===== src/logic/rbt_pkg.sv =====
// Constants shared by the registered bus transceiver and its stream buffer
`default_nettype none
package rbt_pkg;
   localparam int HALF_W = 8;
   localparam int HALVES = 2;
   localparam int BUS_W = 16;
   localparam int APB_AW = 12;
   localparam int STREAM_W = 32;
   localparam int BUF_DEPTH = 2;
   // Register byte addresses
   localparam logic [11:0] ADDR_CTRL = 12'h000;
   localparam logic [11:0] ADDR_STORE = 12'h004;
   localparam logic [11:0] ADDR_STATUS = 12'h008;
   // Control field layout, per half at base HALF_STRIDE*h
   localparam int HALF_STRIDE = 4;
   localparam int CTL_B_EN = 0;
   localparam int CTL_A_EN_N = 1;
   localparam int CTL_B_SEL = 2;
   localparam int CTL_A_SEL = 3;
   localparam int CTL_GANG = 8;
   localparam int CTL_W = 9;
   // Both ports undriven, live data selected, halves independent
   localparam logic [8:0] CTRL_RESET = 9'h022;
   // Status field layout
   localparam int ST_OVERRUN = 0;
   localparam int ST_OUT_VALID = 1;
   localparam int ST_IN_READY = 2;
   localparam int ST_GANG = 3;
endpackage
`default_nettype wire


===== src/logic/rbt_buf.sv =====
// Two-entry valid/ready buffer, head entry held in flip-flops
`timescale 1ns/1ps
`default_nettype none
module rbt_buf #(
   parameter int WIDTH = 32,
   parameter int DEPTH = 2
) (
   input wire logic clock,
   input wire logic rst_n,
   input wire logic in_valid,
   output logic in_ready,
   input wire logic [WIDTH-1:0] in_data,
   output logic out_valid,
   input wire logic out_ready,
   output logic [WIDTH-1:0] out_data
);
   localparam int CW = $clog2(DEPTH + 1);
   logic [WIDTH-1:0] mem_q [DEPTH];
   logic [WIDTH-1:0] mem_d [DEPTH];
   logic [CW-1:0] count_q;
   logic [CW-1:0] count_d;
   logic [CW-1:0] wr_idx;
   logic do_push;
   logic do_pop;

   assign do_push = in_valid & in_ready;
   assign do_pop = out_valid & out_ready;
   assign wr_idx = count_q - {{(CW-1){1'b0}}, do_pop};
   assign count_d = count_q + {{(CW-1){1'b0}}, do_push} - {{(CW-1){1'b0}}, do_pop};
   assign out_data = mem_q[0];

   // Shift-out order keeps the head in a fixed flop, so out_data needs no read mux
   always_comb begin
      for (int i = 0; i < DEPTH; i++) begin
         mem_d[i] = mem_q[i];
         if (do_pop && (i + 1 < DEPTH)) begin
            mem_d[i] = mem_q[i + 1];
         end
         if (do_push && (wr_idx == CW'(i))) begin
            mem_d[i] = in_data;
         end
      end
   end

   always_ff @(posedge clock) begin
      if (!rst_n) begin
         count_q <= '0;
         in_ready <= 1'b1;
         out_valid <= 1'b0;
      end else begin
         count_q <= count_d;
         in_ready <= (count_d < CW'(DEPTH));
         out_valid <= (count_d != '0);
      end
   end

   always_ff @(posedge clock) begin
      for (int i = 0; i < DEPTH; i++) begin
         mem_q[i] <= mem_d[i];
      end
   end
endmodule
`default_nettype wire


===== src/logic/rbt_transceiver.sv =====
// Registered bidirectional transceiver: two 8-bit halves, APB control
// Overview of operation
// - Two independent 8-bit halves, optionally ganged
// - Capture edge always loads that direction's register
// - Select low passes live, high passes stored
// - Live/stored switch never glitches the output
// - B drives on enable high, A on low
// - Both live and driven: each bus latches itself
// - Stored B drive lets A data fill both
// - Stored A drive lets B data fill both
// - Data inputs keep last level when undriven
//
// Local design decisions: the APB slave port and the placing of the registers.
`timescale 1ns/1ps
`default_nettype none
module rbt_transceiver
   import rbt_pkg::*;
(
   input wire logic clock,
   input wire logic rst_n,
   input wire logic psel,
   input wire logic penable,
   input wire logic pwrite,
   input wire logic [11:0] paddr,
   input wire logic [31:0] pwdata,
   output logic [31:0] prdata,
   output logic pready,
   output logic pslverr,
   input wire logic [15:0] a_side_data_port_i,
   output logic [15:0] a_side_data_port_o,
   output logic [15:0] a_side_data_port_oe,
   input wire logic [15:0] b_side_data_port_i,
   output logic [15:0] b_side_data_port_o,
   output logic [15:0] b_side_data_port_oe,
   input wire logic [1:0] a_to_b_capture_clock,
   input wire logic [1:0] b_to_a_capture_clock,
   output logic stream_valid,
   input wire logic stream_ready,
   output logic [31:0] stream_data
);
   // Control bit of a half; a ganged pair runs from the low half's fields
   function automatic logic ctl_bit(input logic [8:0] c, input int h, input int f);
      int base;
      base = (c[CTL_GANG] ? 0 : h) * HALF_STRIDE;
      return c[base + f];
   endfunction

   logic [8:0] ctrl_q;
   logic overrun_q;
   logic [15:0] a_s1_q, a_s2_q, a_keep_q;
   logic [15:0] b_s1_q, b_s2_q, b_keep_q;
   logic [1:0] cab_s1_q, cab_s2_q, cab_s3_q;
   logic [1:0] cba_s1_q, cba_s2_q, cba_s3_q;
   logic [1:0] cab_rise, cba_rise;
   logic [15:0] ab_q, ba_q, ab_d, ba_d;
   logic [15:0] b_src, a_src;
   logic [1:0] b_en, a_en_n, b_sel, a_sel;
   logic cap_any;
   logic buf_in_ready;
   logic apb_access, apb_done, wr_done;
   logic hit_ctrl, hit_store, hit_status, hit_any;
   logic [31:0] rdata;

   // Pins come from outside the clock domain: two flops before any use
   always_ff @(posedge clock) begin
      a_s1_q <= a_side_data_port_i;
      a_s2_q <= a_s1_q;
      b_s1_q <= b_side_data_port_i;
      b_s2_q <= b_s1_q;
      cab_s1_q <= a_to_b_capture_clock;
      cab_s2_q <= cab_s1_q;
      cab_s3_q <= cab_s2_q;
      cba_s1_q <= b_to_a_capture_clock;
      cba_s2_q <= cba_s1_q;
      cba_s3_q <= cba_s2_q;
   end

   // Keeper stage: last settled level of each data line is what the logic sees
   always_ff @(posedge clock) begin
      a_keep_q <= a_s2_q;
      b_keep_q <= b_s2_q;
   end

   genvar h;
   generate
      for (h = 0; h < HALVES; h++) begin : g_half
         localparam int LO = h * HALF_W;
         localparam int CK = (h == 0) ? 0 : 1;
         // Ganged mode uses the low half's capture clocks for both halves
         assign cab_rise[h] = ctrl_q[CTL_GANG] ? (cab_s2_q[0] & ~cab_s3_q[0])
                                               : (cab_s2_q[CK] & ~cab_s3_q[CK]);
         assign cba_rise[h] = ctrl_q[CTL_GANG] ? (cba_s2_q[0] & ~cba_s3_q[0])
                                               : (cba_s2_q[CK] & ~cba_s3_q[CK]);
         assign b_en[h] = ctl_bit(ctrl_q, h, CTL_B_EN);
         assign a_en_n[h] = ctl_bit(ctrl_q, h, CTL_A_EN_N);
         assign b_sel[h] = ctl_bit(ctrl_q, h, CTL_B_SEL);
         assign a_sel[h] = ctl_bit(ctrl_q, h, CTL_A_SEL);
         // Capture ignores selects and enables
         assign ab_d[LO +: HALF_W] = cab_rise[h] ? a_keep_q[LO +: HALF_W]
                                                 : ab_q[LO +: HALF_W];
         assign ba_d[LO +: HALF_W] = cba_rise[h] ? b_keep_q[LO +: HALF_W]
                                                 : ba_q[LO +: HALF_W];
         assign b_src[LO +: HALF_W] = b_sel[h] ? ab_q[LO +: HALF_W]
                                               : a_keep_q[LO +: HALF_W];
         assign a_src[LO +: HALF_W] = a_sel[h] ? ba_q[LO +: HALF_W]
                                               : b_keep_q[LO +: HALF_W];

         // Outputs are registered after the source mux, so a select change
         // moves the pin once per clock and can never show a decode spike.
         // With both sides live and driven each pin echoes the opposite keeper,
         // which closes a loop that holds the bus at its last level.
         always_ff @(posedge clock) begin
            if (!rst_n) begin
               b_side_data_port_o[LO +: HALF_W] <= '0;
               a_side_data_port_o[LO +: HALF_W] <= '0;
               b_side_data_port_oe[LO +: HALF_W] <= '0;
               a_side_data_port_oe[LO +: HALF_W] <= '0;
            end else begin
               b_side_data_port_o[LO +: HALF_W] <= b_src[LO +: HALF_W];
               a_side_data_port_o[LO +: HALF_W] <= a_src[LO +: HALF_W];
               b_side_data_port_oe[LO +: HALF_W] <= {HALF_W{b_en[h]}};
               a_side_data_port_oe[LO +: HALF_W] <= {HALF_W{~a_en_n[h]}};
            end
         end

         property p_cap_ab;
            @(posedge clock) disable iff (!rst_n)
            cab_rise[h] |=> ab_q[LO +: HALF_W] == $past(a_keep_q[LO +: HALF_W]);
         endproperty
         a_cap_ab: assert property (p_cap_ab) else $error("a-to-b capture missed");

         property p_cap_ba;
            @(posedge clock) disable iff (!rst_n)
            (cba_rise[h] && a_sel[h]) |=> ba_q[LO +: HALF_W] == $past(b_keep_q[LO +: HALF_W])
               ##1 a_side_data_port_o[LO +: HALF_W] == $past(b_keep_q[LO +: HALF_W], 2);
         endproperty
         a_cap_ba: assert property (p_cap_ba) else $error("stored b not on a");

         property p_b_live;
            @(posedge clock) disable iff (!rst_n)
            !b_sel[h] |=> b_side_data_port_o[LO +: HALF_W] == $past(a_keep_q[LO +: HALF_W]);
         endproperty
         a_b_live: assert property (p_b_live) else $error("b port not live");

         property p_b_stored;
            @(posedge clock) disable iff (!rst_n)
            (b_sel[h] && !cab_rise[h])
               |=> b_side_data_port_o[LO +: HALF_W] == ab_q[LO +: HALF_W];
         endproperty
         a_b_stored: assert property (p_b_stored) else $error("b port not stored");

         property p_b_oe;
            @(posedge clock) disable iff (!rst_n)
            b_side_data_port_oe[LO] |-> $past(b_en[h]);
         endproperty
         a_b_oe: assert property (p_b_oe) else $error("b driven while disabled");

         property p_a_oe;
            @(posedge clock) disable iff (!rst_n)
            $changed(a_en_n[h])
               |=> a_side_data_port_oe[LO +: HALF_W] == {HALF_W{~$past(a_en_n[h])}};
         endproperty
         a_a_oe: assert property (p_a_oe) else $error("a enable not followed");
      end
   endgenerate

   always_ff @(posedge clock) begin
      if (!rst_n) begin
         ab_q <= '0;
         ba_q <= '0;
      end else begin
         ab_q <= ab_d;
         ba_q <= ba_d;
      end
   end

   // Every capture is also offered to the stream; a full buffer drops the word
   // and leaves a sticky overrun, the pin register itself still loads
   assign cap_any = (|cab_rise) | (|cba_rise);

   rbt_buf #(
      .WIDTH(STREAM_W),
      .DEPTH(BUF_DEPTH)
   ) u_buf (
      .clock(clock),
      .rst_n(rst_n),
      .in_valid(cap_any),
      .in_ready(buf_in_ready),
      .in_data({ba_d, ab_d}),
      .out_valid(stream_valid),
      .out_ready(stream_ready),
      .out_data(stream_data)
   );

   // APB slave: ready comes one cycle into the access phase
   assign apb_access = psel & penable & ~pready;
   assign apb_done = psel & penable & pready;
   assign hit_ctrl = (paddr == ADDR_CTRL);
   assign hit_store = (paddr == ADDR_STORE);
   assign hit_status = (paddr == ADDR_STATUS);
   assign hit_any = hit_ctrl | hit_store | hit_status;
   assign wr_done = apb_done & pwrite;
   assign rdata = hit_ctrl ? {23'h000000, ctrl_q} :
                  hit_store ? {ba_q, ab_q} :
                  hit_status ? {28'h0000000, ctrl_q[CTL_GANG], buf_in_ready,
                                stream_valid, overrun_q} : 32'h00000000;

   always_ff @(posedge clock) begin
      if (!rst_n) begin
         pready <= 1'b0;
         pslverr <= 1'b0;
         prdata <= '0;
      end else begin
         pready <= apb_access;
         pslverr <= apb_access & ~hit_any;
         prdata <= (apb_access & ~pwrite) ? rdata : 32'h00000000;
      end
   end

   always_ff @(posedge clock) begin
      if (!rst_n) begin
         ctrl_q <= CTRL_RESET;
      end else if (wr_done && hit_ctrl) begin
         ctrl_q <= pwdata[CTL_W-1:0];
      end
   end

   // Set wins over a same-cycle write-one-to-clear
   always_ff @(posedge clock) begin
      if (!rst_n) begin
         overrun_q <= 1'b0;
      end else if (cap_any && !buf_in_ready) begin
         overrun_q <= 1'b1;
      end else if (wr_done && hit_status && pwdata[ST_OVERRUN]) begin
         overrun_q <= 1'b0;
      end
   end

   property p_reset_idle;
      @(posedge clock) disable iff (!rst_n)
      $rose(rst_n) |-> (a_side_data_port_oe == '0) && (b_side_data_port_oe == '0);
   endproperty
   a_reset_idle: assert property (p_reset_idle) else $error("port driven after reset");

   property p_gang;
      @(posedge clock) disable iff (!rst_n)
      (ctrl_q[CTL_GANG] && $past(ctrl_q[CTL_GANG]))
         |-> b_side_data_port_oe[15:8] == b_side_data_port_oe[7:0];
   endproperty
   a_gang: assert property (p_gang) else $error("ganged halves differ");

   property p_overrun;
      @(posedge clock) disable iff (!rst_n)
      (cap_any && !buf_in_ready) |=> overrun_q;
   endproperty
   a_overrun: assert property (p_overrun) else $error("overrun not flagged");

   property p_overrun_hold;
      @(posedge clock) disable iff (!rst_n)
      (overrun_q && !(wr_done && hit_status && pwdata[ST_OVERRUN])) |=> overrun_q;
   endproperty
   a_overrun_hold: assert property (p_overrun_hold) else $error("overrun lost");

   property p_pready_pulse;
      @(posedge clock) disable iff (!rst_n)
      pready |=> !pready;
   endproperty
   a_pready_pulse: assert property (p_pready_pulse) else $error("pready longer than one cycle");

   property p_slverr_ready;
      @(posedge clock) disable iff (!rst_n)
      pslverr |-> pready;
   endproperty
   a_slverr_ready: assert property (p_slverr_ready) else $error("pslverr without pready");

   property p_prdata_idle;
      @(posedge clock) disable iff (!rst_n)
      !pready |-> prdata == 32'h00000000;
   endproperty
   a_prdata_idle: assert property (p_prdata_idle) else $error("prdata outside access");

   property p_ctrl_write;
      @(posedge clock) disable iff (!rst_n)
      (wr_done && hit_ctrl) |=> ctrl_q == $past(pwdata[CTL_W-1:0]);
   endproperty
   a_ctrl_write: assert property (p_ctrl_write) else $error("control write lost");

   property p_a_live;
      @(posedge clock) disable iff (!rst_n)
      !a_sel[0] |=> a_side_data_port_o[7:0] == $past(b_keep_q[7:0]);
   endproperty
   a_a_live: assert property (p_a_live) else $error("a port not live");

   property p_a_stored;
      @(posedge clock) disable iff (!rst_n)
      (a_sel[0] && !cba_rise[0]) |=> a_side_data_port_o[7:0] == ba_q[7:0];
   endproperty
   a_a_stored: assert property (p_a_stored) else $error("a port not stored");

   property p_b_oe_follow;
      @(posedge clock) disable iff (!rst_n)
      b_en[0] |=> b_side_data_port_oe[7:0] == 8'hff;
   endproperty
   a_b_oe_follow: assert property (p_b_oe_follow) else $error("b enable not followed");

   property p_echo;
      @(posedge clock) disable iff (!rst_n)
      (!a_sel[1] && !b_sel[1] && b_en[1] && !a_en_n[1])
         |=> (a_side_data_port_oe[15:8] == 8'hff) && (b_side_data_port_oe[15:8] == 8'hff);
   endproperty
   a_echo: assert property (p_echo) else $error("live pair not driven both ways");

   // A stalled receiver must see the same head word until it takes it
   property p_stream_hold;
      @(posedge clock) disable iff (!rst_n)
      (stream_valid && !stream_ready) |=> stream_valid && $stable(stream_data);
   endproperty
   a_stream_hold: assert property (p_stream_hold) else $error("stream head lost");
endmodule
`default_nettype wire


===== config.mk =====
export PLATFORM = sky130hd
export DESIGN_NAME = rbt_transceiver
export DESIGN_NICKNAME = d
export VERILOG_FILES = /design/src/logic/rbt_pkg.sv /design/src/logic/rbt_buf.sv /design/src/logic/rbt_transceiver.sv
export SDC_FILE = /design/constraint.sdc
export NUM_CORES = 1
export LEC_CHECK = 0
export ABC_CLOCK_PERIOD_IN_PS = 4400
export BUFFER_PORTS_ARGS = -buffer_cell sky130_fd_sc_hd__buf_2
export CAP_MARGIN = 20
export CORE_MARGIN = 5
export CORE_UTILIZATION = 59
export CTS_BUF_LIST = sky130_fd_sc_hd__clkbuf_8
export DETAILED_ROUTE_END_ITERATION = 16
export PLACE_DENSITY = 0.87
export SLEW_MARGIN = 25
export SYNTH_ARGS = -nofsm -noshare
export SYNTH_HDL_FRONTEND = slang
export SYNTH_SLANG_ARGS = --single-unit

===== constraint.sdc =====
create_clock -name clock -period 4.4 [get_ports clock]
set_input_delay 0.88 -clock clock [delete_from_list [all_inputs] [get_ports clock]]
set_output_delay 0.88 -clock clock [all_outputs]
set_load 0.02 [all_outputs]

==> key figures <==
Status
  – Result of the run: finished clean

Detailed routing
  – Total number of vias: 5179
  – Post-DRT Antenna Nets: 0
  – TritonRoute pass-1 iters: 4
  – Avg Vias per Cell: 4.90
  – Total routed wirelength: 17400 um
  – Post-DR wirelength/cell: 16.4 um
  – Drc violations: 0
  – Violation count after the first detailed-route iteration: 145

Clock network
  – Clock latency on the worst-skew pair: 0.53 ns
  – Sink count of the clock tree: 288
  – CTS-repair resized insts: 0
  – Maximum buffer depth of the clock tree: 3
  – Hold-fix buffers at CTS: 0
  – Number of clock buffers inserted by TritonCTS: 44
  – Root buffer cell: clkbuf_8
  – Buffers inserted by post-CTS timing repair: 0
  – H-tree depth: 2
  – Clock tree from TritonCTS: yes
  – Clock slew at the register clock pins of the worst setup and hold paths: 0.06 ns

STA
  – RSZ-0062 raised after global routing: false
  – Largest clock skew in the final design: 0.0248 ns
  – Final setup viols: 0
  – Fmax: 347 MHz
  – Relative slew slack: 39.5%
  – Part of the cycle the worst path needs: 65.4%
  – Final critical-path required period: 2.88 ns
  – Final hold violation count: 0
  – Final Slew Violations: 0
  – Worst-margin pin slew: 0.907 ns
  – Setup TNS after final layout: 0 ns

Synthesis
  – Flip-flop and latch count after synthesis: 288
  – Flip-flop cell with the highest count after synthesis: dfxtp_1
  – Syn Inst Count: 676
  – Async set-or-reset flop fraction in the synthesized netlist: 0%
  – Area of the mapped netlist: 9140 sq um
  – Net count of the mapped netlist: 764
  – Number of enable-type register cells in the synthesized netlist: 64
  – Portion of the post-synthesis area used by sequential elements: 70.1%
  – Mean area per synthesized cell: 13.5 sq um
  – Number of warnings issued by yosys: 0
  – Cell variety after synth: 32

Setup path
  – Crit path arrival time: 3.02 ns
  – Longest individual stage delay on the worst path: 0.80 ns
  – Data required time of the critical path: 4.54 ns
  – Worst reg2reg path depth: 4
  – Critical path cell sequence: nor3b_1 > o41a_1 > and3_2 > or2_2
  – Kind of start point of the critical path: flop
  – Peak fanout along the critical path: 32
  – Path type of the worst setup path: flop to flop
  – CP endpoint kind: flop
  – Minimum setup slack among reg-to-reg paths: 1.52 ns
  – Slowest CP cell: or2_2

Floorplan
  – Starting utilization of the core area: 60.1%
  – Die Outline Area: 18100 sq um
  – Core Footprint: 15200 sq um
  – Die Width: 134 um
  – Vertical die dimension: 134 um
  – Number of I/O pins: 217
  – Number of core rows: 45

Place
  – Global placement routability congestion: 0.862
  – Cell Count Post-Placement: 977
  – Final HPWL DP: 11600 um
  – Count of port buffers added during placement: 193

GRT
  – Gr usage total: 19.2%
  – Global route total overflow: 0
  – Wire length of the first global-routing pass: 27300 um
  – Number of antenna violations at the first check in global routing: 1
  – Largest net degree at the start of global routing: 37
  – Vias in the first global route: 5278

Cells and area
  – Fin util: 70.0%
  – Number of flip-flops under the largest register name: 64
  – Storage cell area: 6410 sq um
  – Growth of design area from synthesis to finish: 16.3%
  – Area taken by multi-input logic gates: 2160 sq um
  – Antenna diodes: 0
  – Largest registers in the final layout: u_buf.mem_q (64), prdata (32)
  – Net count, final: 923
  – Commonest cells after routing, fill and taps aside: 224 x dfxtp_1, 193 x buf_2, 64 x edfxtp_1
  – Register with the most flip-flops: u_buf.mem_q
  – Final std cells w/o fill: 1058
  – Fraction of layout cells with a size suffix above 1: 36.6%
  – Filler cells: 1050
  – Leading cell type in the layout, fill and taps excluded: dfxtp_1

Min path
  – Worst min-delay path class: flop to flop
  – Worst hold path depth: 0

Job
  – # Max-Cap Violations: 0

Power and ir drop
  – Worst IR drop on VDD: 0.494 mV
  – Static Leakage: 4.96 nW
  – Total power density per cell area: 594 nW/um^2
==> cell usage after synthesis, drive strengths merged (2+ instances only) <==
cell | n | area share (%)
a21oi | 5 | 0.27
nor2 | 53 | 2.2
and2 | 57 | 3.9
mux2i | 53 | 5.9
ha | 2 | 0.27
xnor2 | 2 | 0.19
clkbuf | 16 | 0.66
inv | 6 | 0.25
a21o | 2 | 0.16
nor2b | 4 | 0.27
nor4 | 2 | 0.14
mux2 | 56 | 6.9
buf | 69 | 5.4
dfxtp | 224 | 49
nand2 | 41 | 1.7
nor3b | 2 | 0.16
edfxtp | 64 | 21
and3 | 3 | 0.21
or2 | 2 | 0.14
or4 | 3 | 0.33
nand2b | 3 | 0.21
==> final cells by class <==
class | instances | share of cell area (%)
Clock buffer | 48 | 6.21
Clock inverter | 33 | 1.35
Inverter | 6 | 0.212
Multi-Input combinational cell | 297 | 20.3
Sequential cell | 288 | 60.2
Tap cell | 188 | 2.21
Timing Repair Buffer | 198 | 9.44
==> per-layer routing <==
metal,GRT usage [%],up-vias,routed length [um],part of all wire [%]
met5,0,-,7,0.040
met4,7.01,2,391,2.3
met3,4.81,37,1050,6.0
met2,33.1,165,8870,51
met1,23.5,2457,7050,41
li1,-,2518,-,-
==> power breakdown <==
group	leakage (nW)	internal, mW	switching (mW)	total (mW)
Combinational	2.00	0.395	0.686	1.08
Clock	0.489	1.01	0.939	1.95
Sequential	2.48	3.18	0.108	3.29
==> critical path: cells and delay by family, from the launching register on <==
| kind | cells | cell delay, ns |
|---|---|---|
| AOI/OAI and AO/OA | 1 | 0.26 |
| and+or+nand+nor | 3 | 1.73 |
| DFF | 1 | 0.48 |
==> worst paths after layout <==
kind                                        startpoint                            to
worst max-delay path            ctrl_q[8]$_SDFFE_PN0P_  u_buf.mem_q[0][12]$_DFFE_PP_
worst min-delay path                 b_s2_q[4]$_DFF_P_           b_keep_q[4]$_DFF_P_
worst max register to register  ctrl_q[8]$_SDFFE_PN0P_  u_buf.mem_q[0][12]$_DFFE_PP_
worst min register to register       b_s2_q[4]$_DFF_P_           b_keep_q[4]$_DFF_P_
==> through the flow <==
stage	setup slack, ns	power (mW)	area [sq um]	hold WS [ns]
floorplan	1.50	4.24	9140	0.310
global placement	1.09	4.41	9830	0.310
detailed placement	1.05	4.44	9830	0.312
CTS	1.49	6.39	10600	0.314
global route	1.34	6.61	10600	0.316
finish	1.52	6.32	10600	0.314
==> cells by family after synthesis <==
kind of cell	count (synthesis)	synth area share, %
flops	288	70.1
xor+xnor	2	0.192
simple gates	174	9.64
mux	109	12.8
fa+ha+maj	2	0.274
compound gates	10	0.739
buf+inv	91	6.28
(Power assumes the default switching activity.)
